$ cat src/masb_pkg.sv
// package: register map, field positions and reset values of the alert status bank
package masb_pkg;

   localparam int         MASB_CELLS     = 14;
   localparam int         MASB_AUX       = 6;
   localparam int         MASB_DW        = 16;
   localparam int         MASB_ADDR_W    = 8;
   localparam int         MASB_CODE_W    = 14;

   // register offsets (word addresses)
   localparam logic [7:0] MASB_DIGEST_OFS = 8'h07;
   localparam logic [7:0] MASB_HIGH_OFS   = 8'h08;
   localparam logic [7:0] MASB_LOW_OFS    = 8'h09;

   localparam logic [15:0] MASB_RST_VAL   = 16'h0000;

   // alert digest bit positions
   localparam int MASB_B_ADC_CELL_HIGH = 15;
   localparam int MASB_B_CMP_CELL_HIGH = 14;
   localparam int MASB_B_ADC_CELL_LOW  = 13;
   localparam int MASB_B_CMP_CELL_LOW  = 12;
   localparam int MASB_B_ADC_AUX_COLD  = 11;
   localparam int MASB_B_CMP_AUX_COLD  = 10;
   localparam int MASB_B_ADC_AUX_HOT   = 9;
   localparam int MASB_B_CMP_AUX_HOT   = 8;
   localparam int MASB_B_CHG_HIGH      = 7;
   localparam int MASB_B_DSG_HIGH      = 6;
   localparam int MASB_B_CAL_OS_ADC    = 4;
   localparam int MASB_B_CAL_OS_RAMP   = 3;
   localparam int MASB_B_CAL_OS_RATIO  = 2;
   localparam int MASB_B_CAL_GAIN_PYR  = 1;
   localparam int MASB_B_CAL_GAIN_RAMP = 0;

   // calibration kinds, index into the calibration fault vector
   localparam int MASB_NCAL            = 5;

endpackage : masb_pkg

$ cat src/masb_alert_bank.sv
// alert status bank: cell, aux, current and calibration alerts with a read-only register port
`timescale 1ns/100ps

module masb_alert_bank
   import masb_pkg::*;
(
   // clock and reset
   input  wire logic                     clk,
   input  wire logic                     resetn,
   // register port
   input  wire logic [MASB_ADDR_W-1:0]   reg_addr,
   input  wire logic [MASB_DW-1:0]       reg_wdata,
   input  wire logic                     reg_wr,
   input  wire logic                     reg_rd,
   output logic      [MASB_DW-1:0]       reg_rdata,
   // cell acquisition result, one pulse per cell set
   input  wire logic                     cell_acq_done,
   input  wire logic [MASB_CELLS*MASB_CODE_W-1:0] cell_codes,
   input  wire logic [MASB_CELLS-1:0]    cell_polarity,
   input  wire logic [MASB_CELLS-1:0]    cell_high_check_enable,
   input  wire logic [MASB_CELLS-1:0]    cell_low_check_enable,
   input  wire logic [MASB_CODE_W-1:0]   unipolar_high_limit,
   input  wire logic [MASB_CODE_W-1:0]   bipolar_high_limit,
   input  wire logic [MASB_CODE_W-1:0]   unipolar_low_limit,
   input  wire logic [MASB_CODE_W-1:0]   bipolar_low_limit,
   // per-channel flags from comparator and aux checkers, valid with cell_acq_done
   input  wire logic [MASB_CELLS-1:0]    cmp_cell_high_flags,
   input  wire logic [MASB_CELLS-1:0]    cmp_cell_low_flags,
   input  wire logic [MASB_AUX-1:0]      aux_cold_flags,
   input  wire logic [MASB_AUX-1:0]      cmp_aux_cold_flags,
   input  wire logic [MASB_AUX-1:0]      aux_hot_flags,
   input  wire logic [MASB_AUX-1:0]      cmp_aux_hot_flags,
   // current-sense acquisition
   input  wire logic                     csa_acq_done,
   input  wire logic [MASB_CODE_W-1:0]   csa_code,
   input  wire logic [MASB_CODE_W-1:0]   charge_current_limit,
   input  wire logic [MASB_CODE_W-1:0]   discharge_current_limit,
   // calibration results: one done pulse and one out-of-bounds bit per kind
   input  wire logic [MASB_NCAL-1:0]     cal_done,
   input  wire logic [MASB_NCAL-1:0]     cal_out_of_bounds,
   // status view
   output logic [MASB_CELLS-1:0]         cell_high_flags,
   output logic [MASB_CELLS-1:0]         cell_low_flags,
   output logic [MASB_DW-1:0]            alert_digest
);

   // ==========================================================
   // per-cell threshold compare
   logic [MASB_CELLS-1:0] high_hit;
   logic [MASB_CELLS-1:0] low_hit;

   // codes are compared as signed two's complement so bipolar cells
   // work; unipolar limits are positive so the same compare holds
   for (genvar i = 0; i < MASB_CELLS; i++) begin : g_cell
      logic signed [MASB_CODE_W-1:0] code;
      logic signed [MASB_CODE_W-1:0] hlim;
      logic signed [MASB_CODE_W-1:0] llim;
      assign code = cell_codes[i*MASB_CODE_W +: MASB_CODE_W];
      assign hlim = cell_polarity[i] ? bipolar_high_limit : unipolar_high_limit;
      assign llim = cell_polarity[i] ? bipolar_low_limit : unipolar_low_limit;
      assign high_hit[i] = cell_high_check_enable[i] && (code > hlim);
      assign low_hit[i]  = cell_low_check_enable[i] && (code < llim);
   end

   // ==========================================================
   // per-cell flag vectors
   logic [MASB_CELLS-1:0] cell_high_flags_r;
   logic [MASB_CELLS-1:0] cell_low_flags_r;
   logic [MASB_CELLS-1:0] cell_high_flags_nxt;
   logic [MASB_CELLS-1:0] cell_low_flags_nxt;

   // each acquisition replaces the whole vector instead of or-ing into it,
   // so a cell whose condition is resolved clears on that same result;
   // between acquisitions the vectors hold, whatever the inputs do
   always_comb begin
      cell_high_flags_nxt = cell_high_flags_r;
      cell_low_flags_nxt  = cell_low_flags_r;
      if (cell_acq_done) begin
         cell_high_flags_nxt = high_hit;
         cell_low_flags_nxt  = low_hit;
      end
   end

   always_ff @(posedge clk) begin
      if (!resetn) begin
         cell_high_flags_r <= '0;
         cell_low_flags_r  <= '0;
      end else begin
         cell_high_flags_r <= cell_high_flags_nxt;
         cell_low_flags_r  <= cell_low_flags_nxt;
      end
   end

   // ==========================================================
   // channel digest bits
   logic [7:0] chan_any;
   logic [7:0] chan_digest_r;
   logic [7:0] chan_digest_nxt;

   // the adc cell bits come from the fresh compare, not from the flag
   // registers, so a digest bit and its flag vector move on one edge
   always_comb begin
      chan_any                         = 8'h00;
      chan_any[MASB_B_ADC_CELL_HIGH-8] = |high_hit;
      chan_any[MASB_B_CMP_CELL_HIGH-8] = |cmp_cell_high_flags;
      chan_any[MASB_B_ADC_CELL_LOW-8]  = |low_hit;
      chan_any[MASB_B_CMP_CELL_LOW-8]  = |cmp_cell_low_flags;
      chan_any[MASB_B_ADC_AUX_COLD-8]  = |aux_cold_flags;
      chan_any[MASB_B_CMP_AUX_COLD-8]  = |cmp_aux_cold_flags;
      chan_any[MASB_B_ADC_AUX_HOT-8]   = |aux_hot_flags;
      chan_any[MASB_B_CMP_AUX_HOT-8]   = |cmp_aux_hot_flags;
   end

   // a summary bit only clears when no contributing condition remains;
   // disabled cells already read as resolved in high_hit and low_hit
   always_comb begin
      chan_digest_nxt = chan_digest_r;
      if (cell_acq_done) begin
         chan_digest_nxt = chan_any;
      end
   end

   always_ff @(posedge clk) begin
      if (!resetn) begin
         chan_digest_r <= '0;
      end else begin
         chan_digest_r <= chan_digest_nxt;
      end
   end

   // ==========================================================
   // current-sense alerts
   logic signed [MASB_CODE_W-1:0] csa_val;
   logic signed [MASB_CODE_W-1:0] chg_lim;
   logic signed [MASB_CODE_W-1:0] dsg_lim;
   logic                          charge_hit;
   logic                          discharge_hit;
   logic                          charge_current_high_flag_r;
   logic                          discharge_current_high_flag_r;
   logic                          charge_current_high_flag_nxt;
   logic                          discharge_current_high_flag_nxt;

   // charge current reads positive and discharge negative, so both
   // limits are compared signed; equality to a limit is not an alert
   assign csa_val       = csa_code;
   assign chg_lim       = charge_current_limit;
   assign dsg_lim       = discharge_current_limit;
   assign charge_hit    = csa_val > chg_lim;
   assign discharge_hit = csa_val < dsg_lim;

   // only a current-sense result moves these; cell acquisitions do not
   always_comb begin
      charge_current_high_flag_nxt    = charge_current_high_flag_r;
      discharge_current_high_flag_nxt = discharge_current_high_flag_r;
      if (csa_acq_done) begin
         charge_current_high_flag_nxt    = charge_hit;
         discharge_current_high_flag_nxt = discharge_hit;
      end
   end

   always_ff @(posedge clk) begin
      if (!resetn) begin
         charge_current_high_flag_r    <= 1'b0;
         discharge_current_high_flag_r <= 1'b0;
      end else begin
         charge_current_high_flag_r    <= charge_current_high_flag_nxt;
         discharge_current_high_flag_r <= discharge_current_high_flag_nxt;
      end
   end

   // ==========================================================
   // calibration faults; a software rewrite of a value is reported
   // by the calibration engine as another cal_done with its check,
   // so this block needs no path from the register write port
   logic [MASB_NCAL-1:0] cal_fault_r;
   logic [MASB_NCAL-1:0] cal_fault_nxt;

   for (genvar k = 0; k < MASB_NCAL; k++) begin : g_cal
      // a fault stands until a later result for the same kind
      assign cal_fault_nxt[k] = cal_done[k] ? cal_out_of_bounds[k]
                                            : cal_fault_r[k];

      always_ff @(posedge clk) begin
         if (!resetn) begin
            cal_fault_r[k] <= 1'b0;
         end else begin
            cal_fault_r[k] <= cal_fault_nxt[k];
         end
      end
   end

   // ==========================================================
   // digest assembly
   // layout of the digest word:
   //    15 adc cell high        14 comparator cell high
   //    13 adc cell low         12 comparator cell low
   //    11 adc aux cold         10 comparator aux cold
   //     9 adc aux hot           8 comparator aux hot
   //     7 charge current high   6 discharge current high
   //     5 unused, reads zero
   //     4 adc offset cal fault  3 ramp offset cal fault
   //     2 ratiometric offset    1 pyramid gain
   //     0 ramp gain
   logic [MASB_DW-1:0] digest;

   always_comb begin
      digest                       = MASB_RST_VAL;
      digest[15:8]                 = chan_digest_r;
      digest[MASB_B_CHG_HIGH]      = charge_current_high_flag_r;
      digest[MASB_B_DSG_HIGH]      = discharge_current_high_flag_r;
      digest[MASB_B_CAL_OS_ADC]    = cal_fault_r[4];
      digest[MASB_B_CAL_OS_RAMP]   = cal_fault_r[3];
      digest[MASB_B_CAL_OS_RATIO]  = cal_fault_r[2];
      digest[MASB_B_CAL_GAIN_PYR]  = cal_fault_r[1];
      digest[MASB_B_CAL_GAIN_RAMP] = cal_fault_r[0];
   end

   // ==========================================================
   // register read port; writes are accepted and dropped
   logic [MASB_DW-1:0] reg_rdata_r;
   logic [MASB_DW-1:0] rd_sel;
   logic [MASB_DW-1:0] rd_nxt;

   // unmapped addresses read zero rather than aliasing a register
   always_comb begin
      unique case (reg_addr)
         MASB_DIGEST_OFS: rd_sel = digest;
         MASB_HIGH_OFS:   rd_sel = {2'h0, cell_high_flags_r};
         MASB_LOW_OFS:    rd_sel = {2'h0, cell_low_flags_r};
         default:         rd_sel = MASB_RST_VAL;
      endcase
   end

   // read data stand for one cycle only, so a master that samples late
   // sees zero instead of stale data
   always_comb begin
      rd_nxt = MASB_RST_VAL;
      if (reg_rd) begin
         rd_nxt = rd_sel;
      end
   end

   // reg_wr and reg_wdata are intentionally not decoded: every register
   // here is status, and no write path reaches any flag
   always_ff @(posedge clk) begin
      if (!resetn) begin
         reg_rdata_r <= MASB_RST_VAL;
      end else begin
         reg_rdata_r <= rd_nxt;
      end
   end

   // ==========================================================
   // status outputs
   // the digest output trails the readable digest by one cycle; it is
   // registered so the port comes straight from a flip-flop
   logic [MASB_DW-1:0] alert_digest_r;

   always_ff @(posedge clk) begin
      if (!resetn) begin
         alert_digest_r <= MASB_RST_VAL;
      end else begin
         alert_digest_r <= digest;
      end
   end

   assign reg_rdata       = reg_rdata_r;
   assign alert_digest    = alert_digest_r;
   assign cell_high_flags = cell_high_flags_r;
   assign cell_low_flags  = cell_low_flags_r;

endmodule : masb_alert_bank

$ cat config.mk
export PLATFORM = sky130hd
export DESIGN_NAME = masb_alert_bank
export DESIGN_NICKNAME = d
export VERILOG_FILES = /design/src/masb_pkg.sv /design/src/masb_alert_bank.sv
export SDC_FILE = /design/constraint.sdc
export NUM_CORES = 1
export LEC_CHECK = 0
export BUFFER_PORTS_ARGS = -buffer_cell sky130_fd_sc_hd__buf_2
export CAP_MARGIN = 15
export CORE_UTILIZATION = 25
export CTS_CLUSTER_DIAMETER = 120
export DETAILED_ROUTE_END_ITERATION = 8
export SETUP_SLACK_MARGIN = 0.2
export SYNTH_ARGS = -nofsm -noshare
export SYNTH_HDL_FRONTEND = slang
export SYNTH_SLANG_ARGS = --single-unit
$ cat constraint.sdc
create_clock -name clk -period 3.4 [get_ports clk]
set_input_delay 0.34 -clock clk [delete_from_list [all_inputs] [get_ports clk]]
set_output_delay 0.34 -clock clk [all_outputs]
set_load 0.02 [all_outputs]
==> reports/metrics.csv <==
stage;metric;value;unit
run_status;status;complete, no violations;
layout;number of inserted filler cells in the final layout;6910;
sta;pin slew with the least headroom to its limit;0.895;ns
synth;area leader, netlist;ha_1;
floorplanning;die extent in x;258;µm
sta;Highest Clock Rate;352;MHz
run;reported max-cap violation count;0;
critical_path;Startpoint Class;input pin;
cts;number of buffers added by the clock tree synthesis step;9;
synth;complex-gate fraction of the synthesized area;0.155;
sta;setup repair after global routing missed its margin;false;
hold_path;hold path cells;3;
synth;mapped cell area;16400;µm²
detailed_routing;routed vias;17400;
grt;Overall Global Routing Usage;0.248;
synth;most frequently used flop master after synthesis;dfxtp_1;
floorplanning;core region area;64600;µm²
synth;parity-gate share of the synthesized area counting xor and xnor cells;0;
sta;worst rel slew slack;0.399;
detailed_routing;routed length on met1;34100;µm
sta;final setup violation count;0;
detailed_routing;detailed-routed wire length on met3;6690;µm
critical_path;endpoint class of the critical path;register;
detailed_routing;DRC marker count from the first detailed-route iteration;1293;
synth;post-synthesis simple-gate area fraction;0.129;
grt;total congestion overflow;0;
synth;register bit total from synthesis;74;
synth;number of warnings printed during yosys synthesis;0;
detailed_routing;Avg WL per Cell;26.3;µm
synth;Distinct cells, synth;65;
floorplanning;Site Rows;93;
critical_path;launch point of the worst reg-to-reg path;charge_current_high_flag_r$_SDFFE_PN0P_;
synth;dominant combinational cell family by area after synthesis;adder cells;
sta;final hold slack;0.251;ns
critical_path;worst stage delay on the critical path;0.48;ns
synth;top cells by count, synth;412 x mux2i_1, 405 x ha_1, 104 x a21oi_1;
critical_path;largest driver fanout on the critical path;9;
hold_path;worst hold path endpoint;chan_digest_r[6]$_SDFFE_PN0P_;
cts;TritonCTS clock tree;yes;
cts;Resized cells post-CTS;0;
cts;Post-CTS Setup Inserts;0;
cts;number of sinks on the clock net;74;
detailed_routing;post-route antenna net violation count;0;
detailed_routing;wirelength, routed;85200;µm
sta;minimum clock period;2.84;ns
critical_path;reg-to-reg slack, setup;2.10;ns
layout;P&R area growth vs syn;28.6;%
cts;CTS Root Cell;clkbuf_16;
floorplanning;die boundary height;258;µm
pwr;sum of internal, switching and leakage power;4.86;mW
cts;cts-stage hold buffer count;0;
synth;post-synth top area share;0.310;
synth;mux cell area share after synthesis;0.270;
floorplanning;Initial Utilization;0.253;
synth;Post-synth EDFFs;0;
synth;most frequent cell after synthesis;mux2i_1;
detailed_routing;DR top layer;met5;
pwr;static power due to leakage;11.1;nW
critical_path;Critical path buffers and inverters;3;
layout;area used by sequential logic in the layout;1480;µm²
synth;number of nets in the synthesized netlist;2709;
critical_path;arrival time at the worst endpoint;3.07;ns
placement;hpwl dp;69600;µm
cts;clock buffer depth;2;
critical_path;worst path required time;3.62;ns
cts;Clk Latency, worst-skew pair;0.35;ns
pwr;Power Density;231;nW/µm²
critical_path;kind of critical path;input pin to register;
detailed_routing;sum of met2 wire segment lengths after detailed routing;39800;µm
placement;final weighted congestion in routability-driven placement;0.993;
sta;post-route setup TNS;0;ns
synth;fraction of registers with async set/reset;0;
hold_path;launch instance of the worst min-delay path;cmp_cell_high_flags[1];
hold_path;worst hold path class;input pin to register;
floorplanning;die area;66500;µm²
detailed_routing;via/cell ratio;5.39;
cts;CTS H-tree lvls;3;
sta;part of the cycle the worst path needs;0.837;
cts;clock transition at the register clock pins on the worst setup and hold paths after CTS;0.06;ns
synth;portion of the post-synthesis area used by sequential elements;0.0905;
critical_path;depth of the worst register-to-register path;5;
sta;final worst clock skew;0.00584;ns
grt;wire length of the first global-routing pass;118000;µm
layout;NumNets Final;3198;
sta;final number of hold-violating endpoints;0;
layout;layout cells sized above 1;0.270;
layout;final design area excluding fillers;21000;µm²
placement;cell area reported after detailed placement;20700;µm²
placement;IO Port Bufs;469;
sta;max-slew violation count;0;
critical_path;master of the slowest instance on the critical path;o31ai_1;
detailed_routing;Pre-Repair DR Iteration Count;6;
critical_path;worst-path cell chain;buf_2, buf_4, mux2i_1, ha_1, and4_1, nand3_1, o31ai_1, a31oi_1, mux2i_1, buf_4, nand4b_1, nor4_1, a21oi_1;
floorplanning;total I/O pin count;488;
synth;cells after synthesis;1876;
critical_path;capture instance of the worst register-to-register path;charge_current_high_flag_r$_SDFFE_PN0P_;
grt;largest net degree at the start of global routing;37;
synth;ranking of synthesized cells by area;ha_1 31%, mux2i_1 25%, dfxtp_1 9.1%;
synth;Adder-Cell Fraction of Synth Area;0.310;
synth;mean cell area of the mapped netlist;8.73;µm²
grt;antenna violations before repair;34;
grt;number of global-route vias before repair;17100;
pwr;Max IR drop VDD;0.000343;V
layout;footprint of the multi-input gates;14100;µm²
detailed_routing;DRC violation count after routing;0;
critical_path;kind of cell adding the most delay to the critical path;simple AND/OR/NAND/NOR gates;
-- through the flow --
step	instances	utilization	setup slack, ns
final	3233	0.326	0.556
after global routing	3227	0.326	0.383
after CTS	3225	0.326	0.604
after detailed placement	3209	0.320	0.238
after global placement	3209	0.320	0.231
after floorplan	1876	-	0.260
-- power by group --
| group | total, mW | switching [mW] | leakage (nW) | internal [mW] |
|---|---|---|---|---|
| Clock | 1.08 | 0.413 | 0.164 | 0.672 |
| Sequential | 0.951 | 0.0411 | 0.605 | 0.910 |
| Combinational | 2.82 | 1.60 | 10.4 | 1.23 |
-- how the worst max path moves through the flow --
stage	startpoint	endpoint	cells after the start
final	cell_polarity[11]	chan_digest_r[7]$_SDFFE_PN0P_	13
after global routing	cell_polarity[11]	chan_digest_r[7]$_SDFFE_PN0P_	13
after CTS	bipolar_low_limit[2]	chan_digest_r[5]$_SDFFE_PN0P_	11
after detailed placement	bipolar_low_limit[2]	chan_digest_r[5]$_SDFFE_PN0P_	11
after global placement	cell_polarity[6]	chan_digest_r[5]$_SDFFE_PN0P_	12
after floorplan	cell_polarity[0]	chan_digest_r[7]$_SDFFE_PN0P_	12
-- final cells by class --
type / count / area share
multi-input combinational: 1611 / 0.672
timing repair buffer: 593 / 0.176
sequential: 74 / 0.0704
tap: 855 / 0.0508
inverter: 76 / 0.0136
clock buffer: 10 / 0.0114
clock inverter: 6 / 0.00452
antenna: 8 / 0.000951
-- worst reg2reg max path, stage by stage, from the launching register on --
cell and delay [ns]:
dfxtp_1 0.31, nand2_1 0.07, nor2_1 0.06, or4_1 0.45
nor3_1 0.19, a31oi_1 0.10
-- kinds of logic (layout without fill, tap and decap cells) --
| kind of cell | after synthesis | after routing |
|---|---|---|
| flip-flops | 74 | 74 |
| multiplexers | 438 | 438 |
| AND/OR/NAND/NOR | 379 | 379 |
| other | 1 | 9 |
| AO/OA/AOI/OAI | 388 | 388 |
| adder cells (fa/ha/maj) | 405 | 405 |
| buffers and inverters | 191 | 685 |
-- layer usage --
metal | up-vias | GRT usage
met4 | 28 | 0.121
li1 | 8152 | -
met5 | - | 0
met2 | 904 | 0.424
met1 | 8100 | 0.295
met3 | 226 | 0.0503
-- state kept, by name, summed over array words and instances, names as in the netlist --
name	cells
reg_rdata	16
cell_high_flags	14
alert_digest	15
cell_low_flags	14
discharge_current_high_flag_r	1
chan_digest_r	8
cal_fault_r	5
charge_current_high_flag_r	1
-- cells in the final DEF, fill, tap and decap left out, types with 16 or more instances in the layout --
cell type,n
nor2b_1,60
buf_4,90
a21o_1,69
buf_2,469
o21ai_0,42
and2_1,19
dfxtp_1,74
mux2i_1,412
inv_1,75
mux2_2,24
nand2_1,51
a21oi_1,104
nand2b_1,20
buf_12,34
o21ai_1,28
a211oi_1,23
nand4_1,63
nor3_1,16
ha_1,405
nor2_1,75
(Power assumes the default switching activity.)
